File: config.mk
export PLATFORM = sky130hd
export DESIGN_NAME = general_signal_remote_io_map
export DESIGN_NICKNAME = d
export VERILOG_FILES = /design/src/hw/general_signal_remote_io_map.v
export VERILOG_INCLUDE_DIRS = /design/src /design/src/hw
export SDC_FILE = /design/constraint.sdc
export NUM_CORES = 1
export LEC_CHECK = 0
export BUFFER_PORTS_ARGS = -buffer_cell sky130_fd_sc_hd__buf_2
export CAP_MARGIN = 20
export CORE_MARGIN = 4
export CORE_UTILIZATION = 60
export CTS_BUF_LIST = sky130_fd_sc_hd__clkbuf_4
export CTS_CLUSTER_SIZE = 24
export DETAILED_ROUTE_END_ITERATION = 8
export GPL_TIMING_DRIVEN = 0
export PLACE_DENSITY = 0.88
export RECOVER_POWER = 50
export SLEW_MARGIN = 20
export SYNTH_ARGS = -nofsm -noshare
export SYNTH_HDL_FRONTEND = slang
export SYNTH_SLANG_ARGS = --single-unit
File: constraint.sdc
create_clock -name ref_clk -period 4.53 [get_ports ref_clk]
set_clock_uncertainty 0.2 [all_clocks]
set_input_delay 0.906 -clock ref_clk [delete_from_list [all_inputs] [get_ports ref_clk]]
set_output_delay 0.906 -clock ref_clk [all_outputs]
set_load 0.03 [all_outputs]
File: src/hw/gen_signal_map.vh
// register offsets, field layout and reset values of the general signal router
`ifndef GEN_SIGNAL_MAP_VH
`define GEN_SIGNAL_MAP_VH

// selector words: four 5-bit selectors per word, one per byte lane
`define GSM_DIN_SEL0      8'h00
`define GSM_DIN_SEL1      8'h04
`define GSM_DOUT_SEL0     8'h08
`define GSM_DOUT_SEL1     8'h0C
`define GSM_RIN_SEL0      8'h10
`define GSM_RIN_SEL3      8'h1C
`define GSM_ROUT_SEL0     8'h20
`define GSM_ROUT_SEL3     8'h2C
`define GSM_EVT_SEL       8'h30
`define GSM_DIN_INV       8'h34
`define GSM_DOUT_INV      8'h38
`define GSM_RIN_DATA      8'h3C
`define GSM_ROUT_DATA     8'h40
`define GSM_GEN_STATE     8'h44
`define GSM_INT_STATUS    8'h48
`define GSM_INT_CLEAR     8'h4C
`define GSM_INT_ENABLE    8'h50

// selector word indices inside the configuration array
`define GSM_IDX_DIN       4'd0
`define GSM_IDX_DOUT      4'd2
`define GSM_IDX_RIN       4'd4
`define GSM_IDX_ROUT      4'd8
`define GSM_IDX_EVT       4'd12
`define GSM_CFG_WORDS     13

// field layout
`define GSM_SEL_W         5
`define GSM_SEL_MASK      32'h1F1F1F1F
`define GSM_SEL_NONE      5'h1F
`define GSM_INV_RESET     32'h00000000
`define GSM_DOUT_BASE     5'h08

`endif

File: src/hw/general_signal_remote_io_map.v
// general signal router between direct pins, remote bits and event triggers
//
// Behaviour
// - sixteen general signals, each assignable to direct and remote slots.
// - remote input bit mapped with direct output drives that output on/off.
// - direct input mapped with remote output bit reports 1 on, 0 off.
// - each direct input has polarity bit, 1 inverts, default 0.
// - each direct output has polarity bit, 1 inverts, default 0.
// - general signal as event source raises entry event when direct input turns on.
// - each direct slot has a function selector with per-slot default.
// - each remote bit has a function selector with per-bit default.
//
// register map, byte offsets of 32-bit words; unused bits read zero, writes to them are lost
//   0x00 0x04  direct input selectors, slots 0-3 and 4-7, one per byte lane
//   0x08 0x0C  direct output selectors, slots 0-3 and 4-7
//   0x10-0x1C  remote input bit selectors, bits 0-15, four per word
//   0x20-0x2C  remote output bit selectors, bits 0-15, four per word
//   0x30       event trigger source of sequence entries 0-3
//   0x34       direct input polarity, 1 inverts
//   0x38       direct output polarity, 1 inverts
//   0x3C       remote input bits written by the master
//   0x40       remote output bits, read only
//   0x44       general signal state, read only
//   0x48       sticky event status, read only
//   0x4C       event status clear, write 1 to clear, reads zero
//   0x50       event interrupt enable
//   other      acknowledged, read zero, writes ignored
//
// selector byte: 0-15 names a general signal, 16-31 leaves the slot unassigned;
// bits 7:5 of every selector byte read zero
//
// limitations: an unassigned output slot is off before its polarity bit;
// events see only the direct input share of a general signal, never a remote bit;
// a pin change takes five to six edges to reach the outputs, through the synchroniser
//
// Register access over Wishbone and the address map were chosen for this implementation.
`include "gen_signal_map.vh"

module general_signal_remote_io_map #(
  parameter NUM_GEN  = 16,
  parameter NUM_DIN  = 8,
  parameter NUM_DOUT = 8,
  parameter NUM_RIO  = 16,
  parameter NUM_EVT  = 4
) (
  input  wire                ref_clk,
  input  wire                rst,
  // register bus
  input  wire                wb_cyc_i,
  input  wire                wb_stb_i,
  input  wire                wb_we_i,
  input  wire [7:0]          wb_adr_i,
  input  wire [3:0]          wb_sel_i,
  input  wire [31:0]         wb_dat_i,
  output reg  [31:0]         wb_dat_o,
  output reg                 wb_ack_o,
  // field pins
  input  wire [NUM_DIN-1:0]  directIn,
  output reg  [NUM_DOUT-1:0] directOut,
  // sequencer events and interrupt
  output reg  [NUM_EVT-1:0]  eventPulse,
  output reg                 irq
);

  ////////////////////////////////////////////////////////////////////////////
  // storage

  // selector words, polarity, remote inputs and event registers
  reg  [31:0]         cfg_r [0:`GSM_CFG_WORDS-1];
  reg  [NUM_DIN-1:0]  dinInv_r;
  reg  [NUM_DOUT-1:0] doutInv_r;
  reg  [NUM_RIO-1:0]  remoteIn_r;
  reg  [NUM_RIO-1:0]  remoteOut_r;
  reg  [NUM_EVT-1:0]  intStatus_r;
  reg  [NUM_EVT-1:0]  intEnable_r;
  // pin synchroniser and edge history
  reg  [NUM_DIN-1:0]  sync1_r;
  reg  [NUM_DIN-1:0]  sync2_r;
  reg  [NUM_DIN-1:0]  sync3_r;
  reg  [NUM_DIN-1:0]  dinStable_r;
  reg  [NUM_GEN-1:0]  dinGenPrev_r;
  reg  [NUM_GEN-1:0]  genState_r;

  // combinational routing terms and loop indices, two for the routing process, one each for the output, synchroniser and bus processes
  reg  [NUM_DIN-1:0]  dinPol;
  reg  [NUM_GEN-1:0]  dinGen;
  reg  [NUM_GEN-1:0]  genSig;
  reg  [NUM_DOUT-1:0] directOut_nxt;
  reg  [NUM_RIO-1:0]  remoteOut_nxt;
  reg  [NUM_EVT-1:0]  eventHit;
  reg  [31:0]         rdData;
  reg  [4:0]          selVal;
  integer             i;
  integer             j;
  integer             k;
  integer             s;
  integer             c;

  // bus decode; the ack term keeps a request that is still held from being taken again while ack is high
  wire                busReq  = wb_cyc_i & wb_stb_i & ~wb_ack_o;
  wire                busWr   = busReq & wb_we_i;
  wire                cfgHit  = (wb_adr_i[7:2] < `GSM_CFG_WORDS);
  wire [3:0]          cfgIdx  = wb_adr_i[5:2];
  wire [31:0]         laneMask = {{8{wb_sel_i[3]}}, {8{wb_sel_i[2]}}, {8{wb_sel_i[1]}}, {8{wb_sel_i[0]}}};
  wire                clrWr   = busWr & (wb_adr_i == `GSM_INT_CLEAR);
  // polarity reset value, trimmed to the slot count where it is used
  wire [31:0]         invReset = `GSM_INV_RESET;

  // flat copy of the selector words: passed to selOf as an argument, so that
  // every routing process wakes on a selector write
  wire [32*`GSM_CFG_WORDS-1:0] cfgFlat;
  genvar              g;
  generate
    for (g = 0; g < `GSM_CFG_WORDS; g = g + 1) begin : gFlat
      assign cfgFlat[32*g +: 32] = cfg_r[g];
    end
  endgenerate

  // selector of slot n in a group starting at word base
  // four selectors share a word, so slot n sits in byte n[1:0] of word base + n/4
  function [4:0] selOf;
    input [32*`GSM_CFG_WORDS-1:0] all;
    input [3:0]                   base;
    input [4:0]                   n;
    reg   [3:0]                   word;
    begin
      word  = base + {1'b0, n[4:2]};
      selOf = all[{word, n[1:0], 3'b000} +: 5];
    end
  endfunction

  // reset default of selector word w; defaults differ per slot
  // direct inputs and both remote groups start one-to-one, direct outputs at signal 8,
  // event sources start unassigned so that no entry fires before it is set up
  function [31:0] cfgDefault;
    input [3:0] w;
    reg   [4:0] first;
    begin
      if (w < `GSM_IDX_DOUT) begin
        first = {w[2:0], 2'b00};
      end else if (w < `GSM_IDX_RIN) begin
        first = `GSM_DOUT_BASE + {w[2:0] - 3'd2, 2'b00};
      end else if (w < `GSM_IDX_ROUT) begin
        first = {w[2:0] - 3'd4, 2'b00};
      end else if (w < `GSM_IDX_EVT) begin
        first = {w[2:0], 2'b00};
      end else begin
        first = `GSM_SEL_NONE;
      end
      if (first == `GSM_SEL_NONE) begin
        cfgDefault = {4{3'b000, `GSM_SEL_NONE}};
      end else begin
        cfgDefault = {3'b000, first + 5'd3, 3'b000, first + 5'd2, 3'b000, first + 5'd1, 3'b000, first};
      end
    end
  endfunction

  ////////////////////////////////////////////////////////////////////////////
  // pin synchroniser: a change is taken once the second and third stages agree
  // the first stage may go metastable, so only the second stage reads it;
  // a pin that chatters faster than the clock holds its last agreed level

  always @(posedge ref_clk) begin
    if (rst) begin
      sync1_r     <= {NUM_DIN{1'b0}};
      sync2_r     <= {NUM_DIN{1'b0}};
      sync3_r     <= {NUM_DIN{1'b0}};
      dinStable_r <= {NUM_DIN{1'b0}};
    end else begin
      sync1_r <= directIn;
      sync2_r <= sync1_r;
      sync3_r <= sync2_r;
      for (s = 0; s < NUM_DIN; s = s + 1) begin
        if (sync2_r[s] == sync3_r[s]) begin
          dinStable_r[s] <= sync3_r[s];
        end
      end
    end
  end

  ////////////////////////////////////////////////////////////////////////////
  // routing: general signal k is the OR of every direct input slot and remote input bit whose selector names k
  // several slots naming one signal are ORed, so none can mask another;
  // dinGen keeps the direct input share apart, since only that share may trigger events

  always @* begin
    dinPol = dinStable_r ^ dinInv_r;
    dinGen = {NUM_GEN{1'b0}};
    genSig = {NUM_GEN{1'b0}};
    for (k = 0; k < NUM_GEN; k = k + 1) begin
      for (i = 0; i < NUM_DIN; i = i + 1) begin
        if (selOf(cfgFlat, `GSM_IDX_DIN, i[4:0]) == k[4:0] && dinPol[i]) begin
          dinGen[k] = 1'b1;
        end
      end
      genSig[k] = dinGen[k];
      for (i = 0; i < NUM_RIO; i = i + 1) begin
        if (selOf(cfgFlat, `GSM_IDX_RIN, i[4:0]) == k[4:0] && remoteIn_r[i]) begin
          genSig[k] = 1'b1;
        end
      end
    end
  end

  // outputs pick one general signal each; unassigned selectors give off
  // an unassigned direct output still follows its polarity bit, so a 1 there idles high
  always @* begin
    for (j = 0; j < NUM_DOUT; j = j + 1) begin
      selVal = selOf(cfgFlat, `GSM_IDX_DOUT, j[4:0]);
      directOut_nxt[j] = (~selVal[4] & genSig[selVal[3:0]]) ^ doutInv_r[j];
    end
    for (j = 0; j < NUM_RIO; j = j + 1) begin
      selVal = selOf(cfgFlat, `GSM_IDX_ROUT, j[4:0]);
      remoteOut_nxt[j] = ~selVal[4] & genSig[selVal[3:0]];
    end
    for (j = 0; j < NUM_EVT; j = j + 1) begin
      selVal = selOf(cfgFlat, `GSM_IDX_EVT, j[4:0]);
      // only a direct input turning on triggers, not a remote bit
      eventHit[j] = ~selVal[4] & dinGen[selVal[3:0]] & ~dinGenPrev_r[selVal[3:0]];
    end
  end

  ////////////////////////////////////////////////////////////////////////////
  // registered outputs, events and interrupt status

  always @(posedge ref_clk) begin
    if (rst) begin
      directOut    <= {NUM_DOUT{1'b0}};
      remoteOut_r  <= {NUM_RIO{1'b0}};
      genState_r   <= {NUM_GEN{1'b0}};
      dinGenPrev_r <= {NUM_GEN{1'b0}};
      eventPulse   <= {NUM_EVT{1'b0}};
      intStatus_r  <= {NUM_EVT{1'b0}};
      irq          <= 1'b0;
    end else begin
      directOut    <= directOut_nxt;
      remoteOut_r  <= remoteOut_nxt;
      genState_r   <= genSig;
      dinGenPrev_r <= dinGen;
      eventPulse   <= eventHit;
      // a new event wins over a clear in the same cycle
      // the clear word is taken whole, byte lanes do not gate it
      intStatus_r  <= (intStatus_r & ~(clrWr ? wb_dat_i[NUM_EVT-1:0] : {NUM_EVT{1'b0}})) | eventHit;
      // irq follows the registered status one edge later, so it cannot glitch
      irq          <= |(intStatus_r & intEnable_r);
    end
  end

  ////////////////////////////////////////////////////////////////////////////
  // wishbone slave: one wait state, ack for one cycle, unmapped reads zero
  // a write lands at the edge that raises ack; a master that keeps stb up after ack
  // is answered again two edges later, so the request must drop once ack is seen

  always @(posedge ref_clk) begin
    if (rst) begin
      for (c = 0; c < `GSM_CFG_WORDS; c = c + 1) begin
        cfg_r[c] <= cfgDefault(c[3:0]);
      end
      dinInv_r    <= invReset[NUM_DIN-1:0];
      doutInv_r   <= invReset[NUM_DOUT-1:0];
      remoteIn_r  <= {NUM_RIO{1'b0}};
      intEnable_r <= {NUM_EVT{1'b0}};
      wb_ack_o    <= 1'b0;
      wb_dat_o    <= 32'h00000000;
    end else begin
      wb_ack_o <= busReq;
      wb_dat_o <= busReq ? rdData : 32'h00000000;
      if (busWr) begin
        if (cfgHit) begin
          cfg_r[cfgIdx] <= ((cfg_r[cfgIdx] & ~laneMask) | (wb_dat_i & laneMask)) & `GSM_SEL_MASK;
        end
        // polarity, remote input and enable words honour the byte lanes
        case (wb_adr_i)
          `GSM_DIN_INV: begin
            dinInv_r <= (dinInv_r & ~laneMask[NUM_DIN-1:0]) | (wb_dat_i[NUM_DIN-1:0] & laneMask[NUM_DIN-1:0]);
          end
          `GSM_DOUT_INV: begin
            doutInv_r <= (doutInv_r & ~laneMask[NUM_DOUT-1:0]) | (wb_dat_i[NUM_DOUT-1:0] & laneMask[NUM_DOUT-1:0]);
          end
          `GSM_RIN_DATA: begin
            remoteIn_r <= (remoteIn_r & ~laneMask[NUM_RIO-1:0]) | (wb_dat_i[NUM_RIO-1:0] & laneMask[NUM_RIO-1:0]);
          end
          `GSM_INT_ENABLE: begin
            intEnable_r <= (intEnable_r & ~laneMask[NUM_EVT-1:0]) | (wb_dat_i[NUM_EVT-1:0] & laneMask[NUM_EVT-1:0]);
          end
          default: begin
          end
        endcase
      end
    end
  end

  // read mux; write-only clear and unmapped addresses read zero
  // the mux is combinational; wb_dat_o registers it in the cycle that raises ack
  always @* begin
    rdData = 32'h00000000;
    if (cfgHit) begin
      rdData = cfg_r[cfgIdx];
    end else begin
      case (wb_adr_i)
        `GSM_DIN_INV:    rdData[NUM_DIN-1:0]  = dinInv_r;
        `GSM_DOUT_INV:   rdData[NUM_DOUT-1:0] = doutInv_r;
        `GSM_RIN_DATA:   rdData[NUM_RIO-1:0]  = remoteIn_r;
        `GSM_ROUT_DATA:  rdData[NUM_RIO-1:0]  = remoteOut_r;
        `GSM_GEN_STATE:  rdData[NUM_GEN-1:0]  = genState_r;
        `GSM_INT_STATUS: rdData[NUM_EVT-1:0]  = intStatus_r;
        `GSM_INT_ENABLE: rdData[NUM_EVT-1:0]  = intEnable_r;
        default:         rdData = 32'h00000000;
      endcase
    end
  end

endmodule

==> out/results.ini <==
[detailed_routing]
drtIter0Drc = 4849
routedWlPerCell_um = 36.7
drc = 21
viasPerCell = 7.56
routed_wl_um = 118000
firstDrtPassIters = 9
drtAntennaViolNets = 0
num_vias = 24300

[global_route]
antenna_found_initial = 12
grt-ovfl-total = 0
top_usage_layer = met2
grt_max_degree = 21
grt_pass1_vias = 23200
met3_usage = 0.225
grt_usage = 0.487
grtUsageMet2 = 0.698
grt_pass1_wl_um = 165000
use_met1 = 0.581

[critical_path]
cp_max_fo = 10
required_ns = 4.95
worst_r2r_path_depth = 10
rrSetupSlack_ns = -0.09
r2r_end = directOut[6]
r2r-start = cfg_r[7][11]
arrival_ns = 5.11
critPathKind = in -> reg
startpoint_type = input pin
end_kind = register

[clocking]
cts_tree = built
path_clk_slew_ns = 0.07
cts-root-buf = clkbuf_4
cts_buffer_depth = 3
clkLatencyLatePin_ns = 0.98
cts_made_buffers = 118
cts_num_sinks = 480
htreeDepth = 3

[cells_and_area]
fin_nets = 2562
fin_area_sq_mm = 0.0301
area_delta_synth_final_pct = 12.4
mostFrequentLayoutCell = edfxtp_1
layout_common_cells = 320 x edfxtp_1, 293 x nor2_1, 225 x nand2_1
fin_cells = 3214
seq_area_sq_mm = 0.0128
multi_input_area_sq_mm = 0.0136
layout-drive-gt1-share = 0.242
fillers = 3176

[logic_synthesis]
synth_cell_type_count = 79
ys_seq_elements = 480
syn_avg_cell_area_sq_um = 12.0
synth_seq_area_share = 0.479
yosysWarningCount = 0
postSynthCellCount = 2228
syn_area_sq_mm = 0.0268
synth-edff-count = 320
synth_flop_cell = edfxtp_1
async_flop_share = 0

[power_and_ir_drop]
pwr-share-comb = 0.090
seqPwrFrac = 0.512
p_sw_frac = 0.281
leakage_nw = 9.98
ir_drop_mv = 0.356
clkPwrFrac = 0.398
powerDensity_mw_per_mm2 = 317
power_switching_mw = 2.68
p_int_mw = 6.85

[die]
die_h_um = 219
die_x_um = 219
io_pins = 103
die_area_sq_mm = 0.0480
rows = 77
initial_core_util = 0.606
core_area_sq_mm = 0.0441

[placed_design]
port_buffers = 83
dpl_cell_area_sq_mm = 0.0283
place_inst = 2970
dp_slack_ns = -1.51
hpwl_um = 88400
place_congestion = 1.11

[sta]
fin_hold_ws_ns = 0.0218
setup_ws_ns = -0.158
finalSetupTns_ns = -2.66
min_period_ns = 4.69
worst_slew_margin_rel = -0.121
max_slew.worst_pin.slew_ns = 1.67
hold_violations = 0
fmax_mhz = 213
setup_viol = 59
period_share = 1.03
slew_violations = 10
rsz0062_at_grt = false

[hold_path]
hold_end = sync1_r[5]
whs_path_depth = 2
min_from = directIn[5]
min_path_type = in -> reg

[outcome]
outcome = finished, violations left
violations = DRC, capacitance limit, slew limit, setup timing

[flow_run]
maxCapViolCount = 2

-- worst max-delay path, stage by stage --
cell and delay [ns]:
buf_2 0.09, clkbuf_1 0.61, buf_2 0.68, mux4_2 0.66
mux4_2 0.61, mux2i_2 0.71, clkbuf_1 0.58, inv_1 0.23
-- power groups by stage --
stage / Clock (mW) / Sequential [mW] / Combinational (mW)
after global placement: 0 / 4.96 / 0.747
after global routing: 3.98 / 4.88 / 0.843
after detailed placement: 0 / 4.97 / 0.764
after floorplan: 0 / 4.93 / 0.421
final: 3.79 / 4.88 / 0.853
after CTS: 3.72 / 4.87 / 0.782
-- per-stage QoR --
stage                      util  power (mW)
final                     0.681        9.53
after CTS                 0.679        9.38
after global placement    0.638        5.70
after global routing      0.681        9.71
after detailed placement  0.641        5.73
after floorplan               -        5.35
-- repair_timing --
| item | CTS | global route |
|---|---|---|
| hold endpoints to repair | 5 | 0 |
| setup endpoints to repair | 196 | 276 |
| gates cloned | 0 | 0 |
| pin swaps | 0 | 2 |
| setup buffers | 0 | 2 |
| hold buffers | 5 | 0 |
| resized for setup | 27 | 52 |
-- worst max path at each step --
stage                         from             to  depth (start not counted)
detailed placement     wb_adr_i[2]  cfg_r[13][26]                          8
finish                 wb_adr_i[2]   cfg_r[13][8]                          8
floorplan              wb_adr_i[2]   cfg_r[13][0]                          7
global route        dinStable_r[4]   directOut[6]                         10
global placement       wb_adr_i[2]  cfg_r[14][10]                          8
CTS                    wb_adr_i[2]   cfg_r[13][3]                          8
-- final cells by class --
type	count	area share
Clock buffer	173	0.0432
Buffer	151	0.0229
Clock inverter	48	0.00870
Antenna cell	16	0.00133
Sequential cell	480	0.426
Tap cell	592	0.0246
Inverter	43	0.00537
Multi-Input combinational cell	1619	0.452
Timing Repair Buffer	92	0.0155
-- routing by layer --
layer	part of all wire	routed length (um)
met1	0.31	36700
met2	0.42	49100
met3	0.17	20500
met4	0.098	11500
met5	0.00053	62
-- synthesized netlist by cell type, types with 25 or more instances --
cell type,n,area (sq um)
edfxtp_1,320,9610
nor2_1,293,1100
nand2_1,232,871
mux4_2,197,4440
dfxtp_1,160,3200
clkbuf_1,98,368
o22ai_1,93,582
mux2i_1,89,891
nor2b_1,70,438
a22oi_1,67,503
inv_1,43,161
nand2b_1,37,231
and2_1,35,219
or4bb_1,27,304
nor4_1,26,163
buf_1,25,93.8
nor3_1,25,125
-- logic make-up (layout without fill, tap and decap cells) --
group	Yosys count	count (layout)	share of synthesized area
AO/OA/AOI/OAI	345	345	0.102
AND/OR/NAND/NOR	896	896	0.176
other	1	82	0.000140
flip-flops	480	480	0.479
XOR/XNOR	8	8	0.00613
buffers and inverters	194	507	0.0295
multiplexers	304	304	0.208
-- state kept, by name, summed over array words and instances (netlist names), 16 cells and up, named ones only --
signal	count
dinGenPrev_r	16
genState_r	16
remoteOut_r	16
wb_dat_o	26
cfg_r	320
Note: power is estimated with default switching activity, not from simulation.
